`src/verilog/pltc_pkg.sv`:
```
// Shared constants: management map, fields, unlock codes and APB map.
// Assumes one clock with a synchronous reset.
package pltc_pkg;

    // ========================================================================
    // Management register map and fields
    localparam int MGMT_AW = 5;
    localparam int MGMT_DW = 16;
    localparam logic [4:0] MREG_BASIC = 5'h00;
    localparam logic [4:0] MREG_MODE_UNLOCK = 5'h14;
    localparam logic [4:0] MREG_WAVE_TRIM = 5'h17;
    localparam int BASIC_SW_RESET = 15;
    localparam int BASIC_LOOPBACK = 14;
    localparam int BASIC_SPEED100 = 13;
    localparam int BASIC_ANEG_RESTART = 9;
    localparam int BASIC_FULL_DUPLEX = 8;
    localparam int BASIC_COLL_TEST = 7;
    localparam logic [15:0] BASIC_RESET = 16'h3000;
    localparam logic [15:0] BASIC_SELF_CLEAR = 16'h8200;

    // ========================================================================
    // Waveform trim unlock codes and defaults
    localparam logic [15:0] UNLOCK_KEY = 16'h4400;
    localparam logic [15:0] COMMIT_TX100 = 16'h4416;
    localparam logic [15:0] COMMIT_TX10 = 16'h4418;
    localparam logic [15:0] TRIM100_DEFAULT = 16'h0000;
    localparam logic [15:0] TRIM10_DEFAULT = 16'h0000;
    localparam logic [15:0] MODE_REG_RESET = 16'h0000;
    // Tx100 trim layout: amplitude [15:12], slope 2 bits per range [11:4], shift 1 bit per range [3:0].
    localparam int T100_AMP_LSB = 12;
    localparam int T100_SLOPE_LSB = 4;
    localparam int T100_SHIFT_LSB = 0;
    // Tx10 trim layout: amplitude [15:14], slope [13:12].
    localparam int T10_AMP_LSB = 14;
    localparam int T10_SLOPE_LSB = 12;

    typedef enum logic [1:0] {
        UNL_IDLE = 2'b00,
        UNL_KEYED = 2'b01,
        UNL_DATA = 2'b10
    } pltc_unlock_t;

    // ========================================================================
    // Scrambler
    localparam int LFSR_W = 11;
    localparam logic [5:0] SEED_HIGH = 6'h3f;

    // ========================================================================
    // Controller APB map
    localparam logic [7:0] APB_CTRL = 8'h00;
    localparam logic [7:0] APB_ADDR = 8'h04;
    localparam logic [7:0] APB_CMD = 8'h08;
    localparam logic [7:0] APB_WDATA = 8'h0c;
    localparam logic [7:0] APB_RDATA = 8'h10;
    localparam logic [15:0] CTRL_RESET = 16'hc000;
    localparam int CTRL_MRST_N = 14;
    localparam int CTRL_MODE_LSB = 0;
    localparam int MODE_W = 2;
    localparam int CMD_GO = 31;
    localparam int CMD_WRITE = 8;
    localparam int RDATA_BUSY = 16;

    typedef enum logic [1:0] {
        CTL_IDLE = 2'b00,
        CTL_REQ = 2'b01,
        CTL_WAIT = 2'b10
    } pltc_ctl_t;

endpackage

```
`src/verilog/pltc_if.sv`:
```
// Interface joining the transceiver end and the controller end.
// Assumes both ends share one clock.
`timescale 1ns/1ps
interface pltc_if;
    // Management
    logic [4:0] mgmt_addr;
    logic [15:0] mgmt_wdata;
    logic mgmt_wr;
    logic mgmt_rd;
    logic [15:0] mgmt_rdata;
    logic mgmt_ack;
    // Interface control
    logic module_reset_n;
    logic [1:0] digital_block_mode_select;
    logic [4:0] iface_station_address_reg;
    // MAC data path
    logic mac_transmit_enable;
    logic [3:0] mac_tx_data;
    logic mac_rx_valid;
    logic [3:0] mac_rx_data;
    logic collision_out;

    modport phy_end (
        input mgmt_addr, mgmt_wdata, mgmt_wr, mgmt_rd,
        output mgmt_rdata, mgmt_ack,
        input module_reset_n, digital_block_mode_select, iface_station_address_reg,
        input mac_transmit_enable, mac_tx_data,
        output mac_rx_valid, mac_rx_data, collision_out
    );
    modport ctrl_end (
        output mgmt_addr, mgmt_wdata, mgmt_wr, mgmt_rd,
        input mgmt_rdata, mgmt_ack,
        output module_reset_n, digital_block_mode_select, iface_station_address_reg,
        output mac_transmit_enable, mac_tx_data,
        input mac_rx_valid, mac_rx_data, collision_out
    );
endinterface

```
`src/verilog/pltc_phy_end.sv`:
```
// Transceiver end: management registers, trims, loopback and collision.
// Assumes the controller end on the interface and same-clock line data.
//
// The APB slave port was left to the implementer.
`timescale 1ns/1ps
// Behaviour
// - Basic control bit 14 selects internal loopback.
// - Loopback feeds scrambler output into descrambler.
// - Loopback holds collision low unless collision test.
// - Loopback transmits nothing, line drivers powered down.
// - Station address captured only during reset.
// - Latched station address seeds the scrambler.
// - Digital block mode comes from control register.
// - Software resets via module reset, not bit 15.
// - Registers 20 and 23 guarded by unlock sequence.
// - Trims return to default on autoneg, reset.
// - Commit code 4418 stores data as Tx10 trim.
// - Tx10 bits 15:14 amplitude, 13:12 slope.
// - Unlock accepted only while running at 100 Mb/s.
// - Tx100 four time ranges, per-range shift, slope.
// - Transceiver clock must be the fixed rate.
// - Collision test follows transmit enable.
module pltc_phy_end (
    // Clock and reset
    input wire logic clk,
    input wire logic rst,
    // Controller link
    pltc_if.phy_end link,
    // Line side
    input wire logic line_rx_valid,
    input wire logic [3:0] line_rx_data,
    output logic line_tx_valid,
    output logic [3:0] line_tx_data,
    output logic line_tx_power_up,
    // Applied configuration and waveform trims
    output logic loopback_active,
    output logic [1:0] digital_mode_applied,
    output logic [1:0] tx100_range,
    output logic tx100_time_shift,
    output logic [1:0] tx100_slope_trim,
    output logic [3:0] tx100_amplitude_trim,
    output logic [1:0] tx10_amplitude_trim,
    output logic [1:0] tx10_slope_trim
);
    function automatic logic [10:0] lfsr_step(input logic [10:0] s);
        lfsr_step = {s[9:0], s[10] ^ s[8]};
    endfunction

    // ========================================================================
    // Reset and captured configuration
    logic grst;
    logic [4:0] station_r, station_nxt;
    logic [1:0] mode_sel_r, mode_sel_nxt;
    logic [10:0] seed;

    assign grst = rst || !link.module_reset_n;

    always_comb begin
        station_nxt = station_r;
        mode_sel_nxt = mode_sel_r;
        if (grst) begin
            station_nxt = link.iface_station_address_reg;
            mode_sel_nxt = link.digital_block_mode_select;
        end
    end

    always_ff @(posedge clk) begin
        station_r <= station_nxt;
        mode_sel_r <= mode_sel_nxt;
    end

    assign seed = {pltc_pkg::SEED_HIGH, station_r};
    assign digital_mode_applied = mode_sel_r;

    // ========================================================================
    // Management registers and the trim unlock sequence
    logic [15:0] basic_r, basic_nxt;
    logic [15:0] modereg_r, modereg_nxt;
    logic [15:0] pend_r, pend_nxt;
    logic [15:0] trim100_r, trim100_nxt;
    logic [15:0] trim10_r, trim10_nxt;
    logic [15:0] rdata_r, rdata_nxt;
    logic ack_r, ack_nxt;
    pltc_pkg::pltc_unlock_t unl_r, unl_nxt;
    logic wr_mode;
    logic wr_trim;

    assign wr_mode = link.mgmt_wr && link.mgmt_addr == pltc_pkg::MREG_MODE_UNLOCK;
    assign wr_trim = link.mgmt_wr && link.mgmt_addr == pltc_pkg::MREG_WAVE_TRIM;

    always_comb begin
        basic_nxt = basic_r;
        modereg_nxt = modereg_r;
        pend_nxt = pend_r;
        trim100_nxt = trim100_r;
        trim10_nxt = trim10_r;
        rdata_nxt = rdata_r;
        unl_nxt = unl_r;
        ack_nxt = link.mgmt_wr || link.mgmt_rd;
        if (wr_mode) begin
            modereg_nxt = link.mgmt_wdata;
        end
        // A single stray write only moves the sequence back to idle.
        unique case (unl_r)
            pltc_pkg::UNL_IDLE: begin
                if (wr_mode && link.mgmt_wdata == pltc_pkg::UNLOCK_KEY
                        && basic_r[pltc_pkg::BASIC_SPEED100]) begin
                    unl_nxt = pltc_pkg::UNL_KEYED;
                end
            end
            pltc_pkg::UNL_KEYED: begin
                if (wr_trim) begin
                    pend_nxt = link.mgmt_wdata;
                    unl_nxt = pltc_pkg::UNL_DATA;
                end else if (link.mgmt_wr) begin
                    unl_nxt = pltc_pkg::UNL_IDLE;
                end
            end
            pltc_pkg::UNL_DATA: begin
                if (link.mgmt_wr) begin
                    unl_nxt = pltc_pkg::UNL_IDLE;
                end
                if (wr_mode && link.mgmt_wdata == pltc_pkg::COMMIT_TX100) begin
                    trim100_nxt = pend_r;
                end
                if (wr_mode && link.mgmt_wdata == pltc_pkg::COMMIT_TX10) begin
                    trim10_nxt = pend_r;
                end
            end
            default: unl_nxt = pltc_pkg::UNL_IDLE;
        endcase
        if (link.mgmt_wr && link.mgmt_addr == pltc_pkg::MREG_BASIC) begin
            // The software reset bit is accepted but does nothing here.
            basic_nxt = link.mgmt_wdata & ~pltc_pkg::BASIC_SELF_CLEAR;
            if (link.mgmt_wdata[pltc_pkg::BASIC_ANEG_RESTART]) begin
                trim100_nxt = pltc_pkg::TRIM100_DEFAULT;
                trim10_nxt = pltc_pkg::TRIM10_DEFAULT;
                unl_nxt = pltc_pkg::UNL_IDLE;
            end
        end
        if (link.mgmt_rd) begin
            unique case (link.mgmt_addr)
                pltc_pkg::MREG_BASIC: rdata_nxt = basic_r;
                pltc_pkg::MREG_MODE_UNLOCK: rdata_nxt = modereg_r;
                pltc_pkg::MREG_WAVE_TRIM: rdata_nxt = trim100_r;
                default: rdata_nxt = 16'h0000;
            endcase
        end
    end

    always_ff @(posedge clk) begin
        if (grst) begin
            basic_r <= pltc_pkg::BASIC_RESET;
            modereg_r <= pltc_pkg::MODE_REG_RESET;
            pend_r <= 16'h0000;
            trim100_r <= pltc_pkg::TRIM100_DEFAULT;
            trim10_r <= pltc_pkg::TRIM10_DEFAULT;
            rdata_r <= 16'h0000;
            ack_r <= 1'b0;
            unl_r <= pltc_pkg::UNL_IDLE;
        end else begin
            basic_r <= basic_nxt;
            modereg_r <= modereg_nxt;
            pend_r <= pend_nxt;
            trim100_r <= trim100_nxt;
            trim10_r <= trim10_nxt;
            rdata_r <= rdata_nxt;
            ack_r <= ack_nxt;
            unl_r <= unl_nxt;
        end
    end

    assign link.mgmt_rdata = rdata_r;
    assign link.mgmt_ack = ack_r;

    // ========================================================================
    // Data path: scrambler, loopback, descrambler, collision
    logic lb;
    logic [10:0] scr_r, scr_nxt;
    logic [10:0] dsc_r, dsc_nxt;
    logic [3:0] scr_data_r, scr_data_nxt;
    logic scr_valid_r, scr_valid_nxt;
    logic [3:0] rxd_r, rxd_nxt;
    logic rxv_r, rxv_nxt;
    logic coll_r, coll_nxt;
    logic [1:0] range_r, range_nxt;
    logic din_valid;
    logic [3:0] din_data;

    assign lb = basic_r[pltc_pkg::BASIC_LOOPBACK];
    assign din_valid = lb ? scr_valid_r : line_rx_valid;
    assign din_data = lb ? scr_data_r : line_rx_data;

    always_comb begin
        scr_nxt = link.mac_transmit_enable ? lfsr_step(scr_r) : seed;
        scr_valid_nxt = link.mac_transmit_enable;
        scr_data_nxt = link.mac_transmit_enable ? (link.mac_tx_data ^ scr_r[3:0]) : 4'h0;
        dsc_nxt = din_valid ? lfsr_step(dsc_r) : seed;
        rxv_nxt = din_valid;
        rxd_nxt = din_valid ? (din_data ^ dsc_r[3:0]) : 4'h0;
        if (basic_r[pltc_pkg::BASIC_COLL_TEST]) begin
            coll_nxt = link.mac_transmit_enable;
        end else if (lb || basic_r[pltc_pkg::BASIC_FULL_DUPLEX]) begin
            coll_nxt = 1'b0;
        end else begin
            coll_nxt = link.mac_transmit_enable && line_rx_valid;
        end
        range_nxt = scr_valid_r ? range_r + 2'h1 : 2'h0;
    end

    always_ff @(posedge clk) begin
        if (grst) begin
            scr_r <= {pltc_pkg::LFSR_W{1'b1}};
            dsc_r <= {pltc_pkg::LFSR_W{1'b1}};
            scr_data_r <= 4'h0;
            scr_valid_r <= 1'b0;
            rxd_r <= 4'h0;
            rxv_r <= 1'b0;
            coll_r <= 1'b0;
            range_r <= 2'h0;
        end else begin
            scr_r <= scr_nxt;
            dsc_r <= dsc_nxt;
            scr_data_r <= scr_data_nxt;
            scr_valid_r <= scr_valid_nxt;
            rxd_r <= rxd_nxt;
            rxv_r <= rxv_nxt;
            coll_r <= coll_nxt;
            range_r <= range_nxt;
        end
    end

    assign link.mac_rx_valid = rxv_r;
    assign link.mac_rx_data = rxd_r;
    assign link.collision_out = coll_r;
    assign line_tx_valid = scr_valid_r && !lb;
    assign line_tx_data = lb ? 4'h0 : scr_data_r;
    assign line_tx_power_up = !lb && !grst;
    assign loopback_active = lb;

    // ========================================================================
    // Trim outputs
    assign tx100_range = range_r;
    assign tx100_time_shift = trim100_r[pltc_pkg::T100_SHIFT_LSB + range_r];
    assign tx100_slope_trim = trim100_r[pltc_pkg::T100_SLOPE_LSB + 2 * range_r +: 2];
    assign tx100_amplitude_trim = trim100_r[pltc_pkg::T100_AMP_LSB +: 4];
    assign tx10_amplitude_trim = trim10_r[pltc_pkg::T10_AMP_LSB +: 2];
    assign tx10_slope_trim = trim10_r[pltc_pkg::T10_SLOPE_LSB +: 2];
endmodule // pltc_phy_end

```
`src/flat_wrapper.sv`:
```
// flat-port wrapper written by rule: the top's interface ports become plain ports
module pltc_phy_end_flat 
  (clk, rst, line_rx_valid, line_rx_data, line_tx_valid, line_tx_data, line_tx_power_up, loopback_active, digital_mode_applied, tx100_range, tx100_time_shift, tx100_slope_trim, tx100_amplitude_trim, tx10_amplitude_trim, tx10_slope_trim, link_mgmt_addr, link_mgmt_wdata, link_mgmt_wr, link_mgmt_rd, link_mgmt_rdata, link_mgmt_ack, link_module_reset_n, link_digital_block_mode_select, link_iface_station_address_reg, link_mac_transmit_enable, link_mac_tx_data, link_mac_rx_valid, link_mac_rx_data, link_collision_out);
  pltc_if link_i ();
  input wire logic clk;
  input wire logic rst;
  input wire logic line_rx_valid;
  input wire logic [3:0] line_rx_data;
  output logic line_tx_valid;
  output logic [3:0] line_tx_data;
  output logic line_tx_power_up;
  output logic loopback_active;
  output logic [1:0] digital_mode_applied;
  output logic [1:0] tx100_range;
  output logic tx100_time_shift;
  output logic [1:0] tx100_slope_trim;
  output logic [3:0] tx100_amplitude_trim;
  output logic [1:0] tx10_amplitude_trim;
  output logic [1:0] tx10_slope_trim;
  input wire logic [$bits(link_i.mgmt_addr)-1:0] link_mgmt_addr;
  input wire logic [$bits(link_i.mgmt_wdata)-1:0] link_mgmt_wdata;
  input wire logic [$bits(link_i.mgmt_wr)-1:0] link_mgmt_wr;
  input wire logic [$bits(link_i.mgmt_rd)-1:0] link_mgmt_rd;
  output wire logic [$bits(link_i.mgmt_rdata)-1:0] link_mgmt_rdata;
  output wire logic [$bits(link_i.mgmt_ack)-1:0] link_mgmt_ack;
  input wire logic [$bits(link_i.module_reset_n)-1:0] link_module_reset_n;
  input wire logic [$bits(link_i.digital_block_mode_select)-1:0] link_digital_block_mode_select;
  input wire logic [$bits(link_i.iface_station_address_reg)-1:0] link_iface_station_address_reg;
  input wire logic [$bits(link_i.mac_transmit_enable)-1:0] link_mac_transmit_enable;
  input wire logic [$bits(link_i.mac_tx_data)-1:0] link_mac_tx_data;
  output wire logic [$bits(link_i.mac_rx_valid)-1:0] link_mac_rx_valid;
  output wire logic [$bits(link_i.mac_rx_data)-1:0] link_mac_rx_data;
  output wire logic [$bits(link_i.collision_out)-1:0] link_collision_out;
  assign link_i.mgmt_addr = link_mgmt_addr;
  assign link_i.mgmt_wdata = link_mgmt_wdata;
  assign link_i.mgmt_wr = link_mgmt_wr;
  assign link_i.mgmt_rd = link_mgmt_rd;
  assign link_mgmt_rdata = link_i.mgmt_rdata;
  assign link_mgmt_ack = link_i.mgmt_ack;
  assign link_i.module_reset_n = link_module_reset_n;
  assign link_i.digital_block_mode_select = link_digital_block_mode_select;
  assign link_i.iface_station_address_reg = link_iface_station_address_reg;
  assign link_i.mac_transmit_enable = link_mac_transmit_enable;
  assign link_i.mac_tx_data = link_mac_tx_data;
  assign link_mac_rx_valid = link_i.mac_rx_valid;
  assign link_mac_rx_data = link_i.mac_rx_data;
  assign link_collision_out = link_i.collision_out;
  pltc_phy_end u_core (.clk(clk), .rst(rst), .link(link_i), .line_rx_valid(line_rx_valid), .line_rx_data(line_rx_data), .line_tx_valid(line_tx_valid), .line_tx_data(line_tx_data), .line_tx_power_up(line_tx_power_up), .loopback_active(loopback_active), .digital_mode_applied(digital_mode_applied), .tx100_range(tx100_range), .tx100_time_shift(tx100_time_shift), .tx100_slope_trim(tx100_slope_trim), .tx100_amplitude_trim(tx100_amplitude_trim), .tx10_amplitude_trim(tx10_amplitude_trim), .tx10_slope_trim(tx10_slope_trim));
endmodule
```
`config.mk`:
```
export PLATFORM = sky130hd
export DESIGN_NAME = pltc_phy_end_flat
export DESIGN_NICKNAME = d
export VERILOG_FILES = /design/src/verilog/pltc_pkg.sv /design/src/verilog/pltc_if.sv /design/src/verilog/pltc_phy_end.sv /design/src/flat_wrapper.sv
export SDC_FILE = /design/constraint.sdc
export NUM_CORES = 1
export LEC_CHECK = 0
export BUFFER_PORTS_ARGS = -buffer_cell sky130_fd_sc_hd__buf_2
export CAP_MARGIN = 40
export CORE_MARGIN = 3
export CORE_UTILIZATION = 55
export CTS_CLUSTER_SIZE = 10
export DETAILED_ROUTE_END_ITERATION = 16
export PLACE_DENSITY = 0.88
export SLEW_MARGIN = 20
export SYNTH_ARGS = -nofsm -noshare
export SYNTH_HDL_FRONTEND = slang
export SYNTH_SLANG_ARGS = --single-unit
```
`constraint.sdc`:
```
create_clock -name clk -period 1.8 [get_ports clk]
set_clock_uncertainty 0.15 [all_clocks]
set_input_delay 0.18 -clock clk [delete_from_list [all_inputs] [get_ports clk]]
set_output_delay 0.18 -clock clk [all_outputs]
set_load 0.005 [all_outputs]
```
==> results by group <==
Outcome
  – Status: complete, but fails checks
  – Failing checks: setup timing

CTS
  – CTS tree: yes
  – TritonCTS Buffers: 17
  – Clock root cell: clkbuf_8
  – CTS Sinks: about 130
  – CTS H-Tree Depth: 4
  – Reg clk slew, reported paths: approximately 0.060 ns
  – Worst-skew pair later-pin latency: about 0.54 ns
  – Clock Tree Buf Depth: 2

Route
  – TritonRoute pass-1 iters: 7
  – Post-route ant nets: 0
  – Routed len/inst: 22.63 um
  – Via count: roughly 5.2k
  – Final WL: approximately 18 mm
  – DRC Markers: 0
  – Vias per cell: ~6.6
  – 1st-iter DRT viols: approximately 840

Pwr
  – Leakage power: ~2.7 nW
  – VDD IR max: between 800 and 900 uV
  – Power Density: between 900 and 1000 mW/mm^2

Placed design
  – Cell Area, Placed: between 0.005 and 0.006 mm^2
  – Buffers on Ports: just under 90
  – DP HPWL: between 9 and 10 mm
  – Placed cells: 714
  – GP Congestion: 0.9354

Logic synthesis
  – Yosys cell types: 40
  – Syn Nets: about 570
  – Synthesized instance count: between 500 and 600
  – Post-synth ARST share: 0%
  – Synthesized cell area: slightly above 0.005 mm^2
  – Yosys warning count: 0
  – Post-synth EDFFs: 7
  – Seq/Total Area, Yosys: between 50% and 60%
  – Avg Cell Area, Syn: ~9.5 um^2
  – Yosys reg bits: 127
  – Most used DFF post-synth: dfxtp_1

GRT
  – Vias in the first global route: 4,900
  – First-pass GRT wire length: ~26 mm
  – Grt total ovfl: 0
  – All-Layer GR Usage: 33.70%
  – Pin count of the biggest net entering global routing: 31
  – Initial antenna violation count: 0

Cells and area
  – Antenna fix cells: 0
  – Synth-to-Final Area Change: 32.93%
  – Final instance area: ~0.0067 mm^2
  – Final net count: 715
  – Layout cells sized above 1: 26.86%
  – Layout Utilization: around three quarters
  – Non-Filler Instances: between 700 and 800

Timing
  – RSZ-0062 raised after global routing: true
  – Period utilization: 105.8%
  – Final Setup Violations: 7
  – Crit path time final: 1.904 ns
  – Final hold vios: 0
  – F_max: 0.5253 GHz
  – Hold_ws: 0.03499 ns
  – Slew @ Worst Pin: between 0.3 and 0.4 ns
  – Final Max Slew Viols: 0
  – Final WS setup: -0.1036 ns
  – Max_slew headroom: around 73%
  – Setup TNS: -0.3690 ns

Critical path
  – Crit path cell chain: mux4_2 > buf_2
  – CP Class: reg -> out
  – WP data required: between 1 and 1.5 ns
  – Worst-path maximum fanout: 4
  – Worst Path Arrival: ~1.6 ns
  – Slowest CP cell: mux4_2
  – Critical Path Source Type: flip-flop
  – Setup crit end kind: output port
  – CP peak stage delay: 0.52 ns

Floorplanning
  – Die H: a little over 100 um
  – IO Count: between 80 and 90
  – Die width: 101.8 um
  – Core area: 0.008806 mm^2
  – FP Rows: 34
  – Starting density of the core: 57.35%
  – Die Area: about 0.010 mm^2

Run
  – Max-Cap Viols: 0

Min path
  – Worst hold path type: in -> reg
## what timing repair did
| item | in CTS | in global routing |
|---|---|---|
| setup buffers | 3 | 5 |
| pin swaps | 0 | 3 |
| setup endpoints to repair | 3 | 44 |
| hold endpoints to repair | 75 | 0 |
| gates resized for setup | 4 | 7 |
| hold buffers | 39 | 0 |
## where the power goes
group	switching, W	internal, W
logic	0.000236	0.000183
registers	0.0000225	0.00287
clock network	0.00137	0.00199
## layer usage
metal	wire length (um)	up-vias	GRT usage [%]	part of all wire, %
li1	-	2150	-	-
met5	0	-	0	0
met1	6268	2385	39.92	35
met3	2398	158	13.04	13
met2	8008	536	52.57	45
met4	1268	0	19.07	7.1
## cell families after synthesis
family,Yosys count,share of synthesized area [%]
AO/OA/AOI/OAI,125,15.46
AND/OR/NAND/NOR,189,19.35
flip-flops,127,51.73
XOR/XNOR,12,2.081
multiplexers,30,6.690
buffers and inverters,46,4.683
## critical path, delay by kind of cell (launching register included)
kind	cells	cell delay [ns]
flops	1	0.37
buf+inv	1	0.15
mux	1	0.52
## per-stage QoR
| stage | setup slack, ns | power, W |
|---|---|---|
| 2_1_floorplan | 0.1658 | 0.003095 |
| 3_3_place_gp | 0.09042 | 0.003243 |
| 3_5_place_dp | 0.06751 | 0.003254 |
| 4_1_cts | -0.1012 | 0.006588 |
| 5_1_grt | -0.1379 | 0.006812 |
| 6_report | -0.1036 | 0.006675 |
## layout by cell type (no fill, tap or decap), types with 21 or more instances in the layout
master / Yosys / routed
a21oi_1: 56 / 56
mux2i_1: 27 / 27
dlygate4sd3_1: 0 / 39
dfxtp_1: 120 / 118
buf_2: 18 / 87
nand4_1: 24 / 24
nand2_1: 82 / 81
o21ai_0: 21 / 21
buf_4: 7 / 39
nor2_1: 35 / 35
## synth_stat cells (4+ instances only)
cell type	n	area (um^2)
nor2b_1	6	37.54
a22oi_1	14	105.1
inv_1	4	15.01
and2_1	4	25.02
buf_2	18	90.09
xor2_1	5	43.79
a21oi_1	56	280.3
clkbuf_1	15	56.30
nand2_1	82	307.8
nor2_1	35	131.4
xnor2_1	7	61.31
o21ai_0	21	105.1
buf_4	7	52.55
or3_1	6	37.54
mux2i_1	27	270.3
nand4_1	24	150.1
o2bb2ai_1	14	122.6
a22o_1	16	140.1
dfxtp_1	120	2402
or2_2	6	37.54
nand2b_1	4	25.02
edfxtp_1	7	210.2
and3_1	5	31.28
## area by class of cell
cell class / instances / area, um^2
Tap cell: 108 / 135.1
Multi-Input combinational cell: 356 / 2230
Timing Repair Buffer: 166 / 1139
Clock inverter: 15 / 160.2
Fill cell: 470 / 2093
Sequential cell: 127 / 2620
Clock buffer: 17 / 414.1
Inverter: 4 / 15.01
## sequential cells by signal (all words and copies together), names as in the netlist
register	count
u_core.trim10_r	4
u_core.link.mgmt_rdata	16
u_core.dsc_r	11
u_core.station_r	5
u_core.tx100_range	2
u_core.link.collision_out	1
u_core.scr_valid_r	1
u_core.pend_r	16
u_core.digital_mode_applied	2
u_core.basic_r	14
u_core.trim100_r	16
u_core.link.mac_rx_data	4
u_core.scr_r	11
u_core.link.mac_rx_valid	1
u_core.modereg_r	16
u_core.unl_r	2
u_core.scr_data_r	4
u_core.link.mgmt_ack	1
## final timing paths
check                         from                         to  slack (ns)  depth (start not counted)
min reg2reg        u_core.scr_r[7]            u_core.scr_r[8]        0.27                          1
max          u_core.tx100_range[0]        tx100_slope_trim[0]       -0.10                          2
max reg2reg        u_core.unl_r[1]       u_core.trim100_r[15]        0.01                          5
min                            rst  u_core.link.mgmt_rdata[9]        0.03                          4
Power figures use the tool's default switching activity.
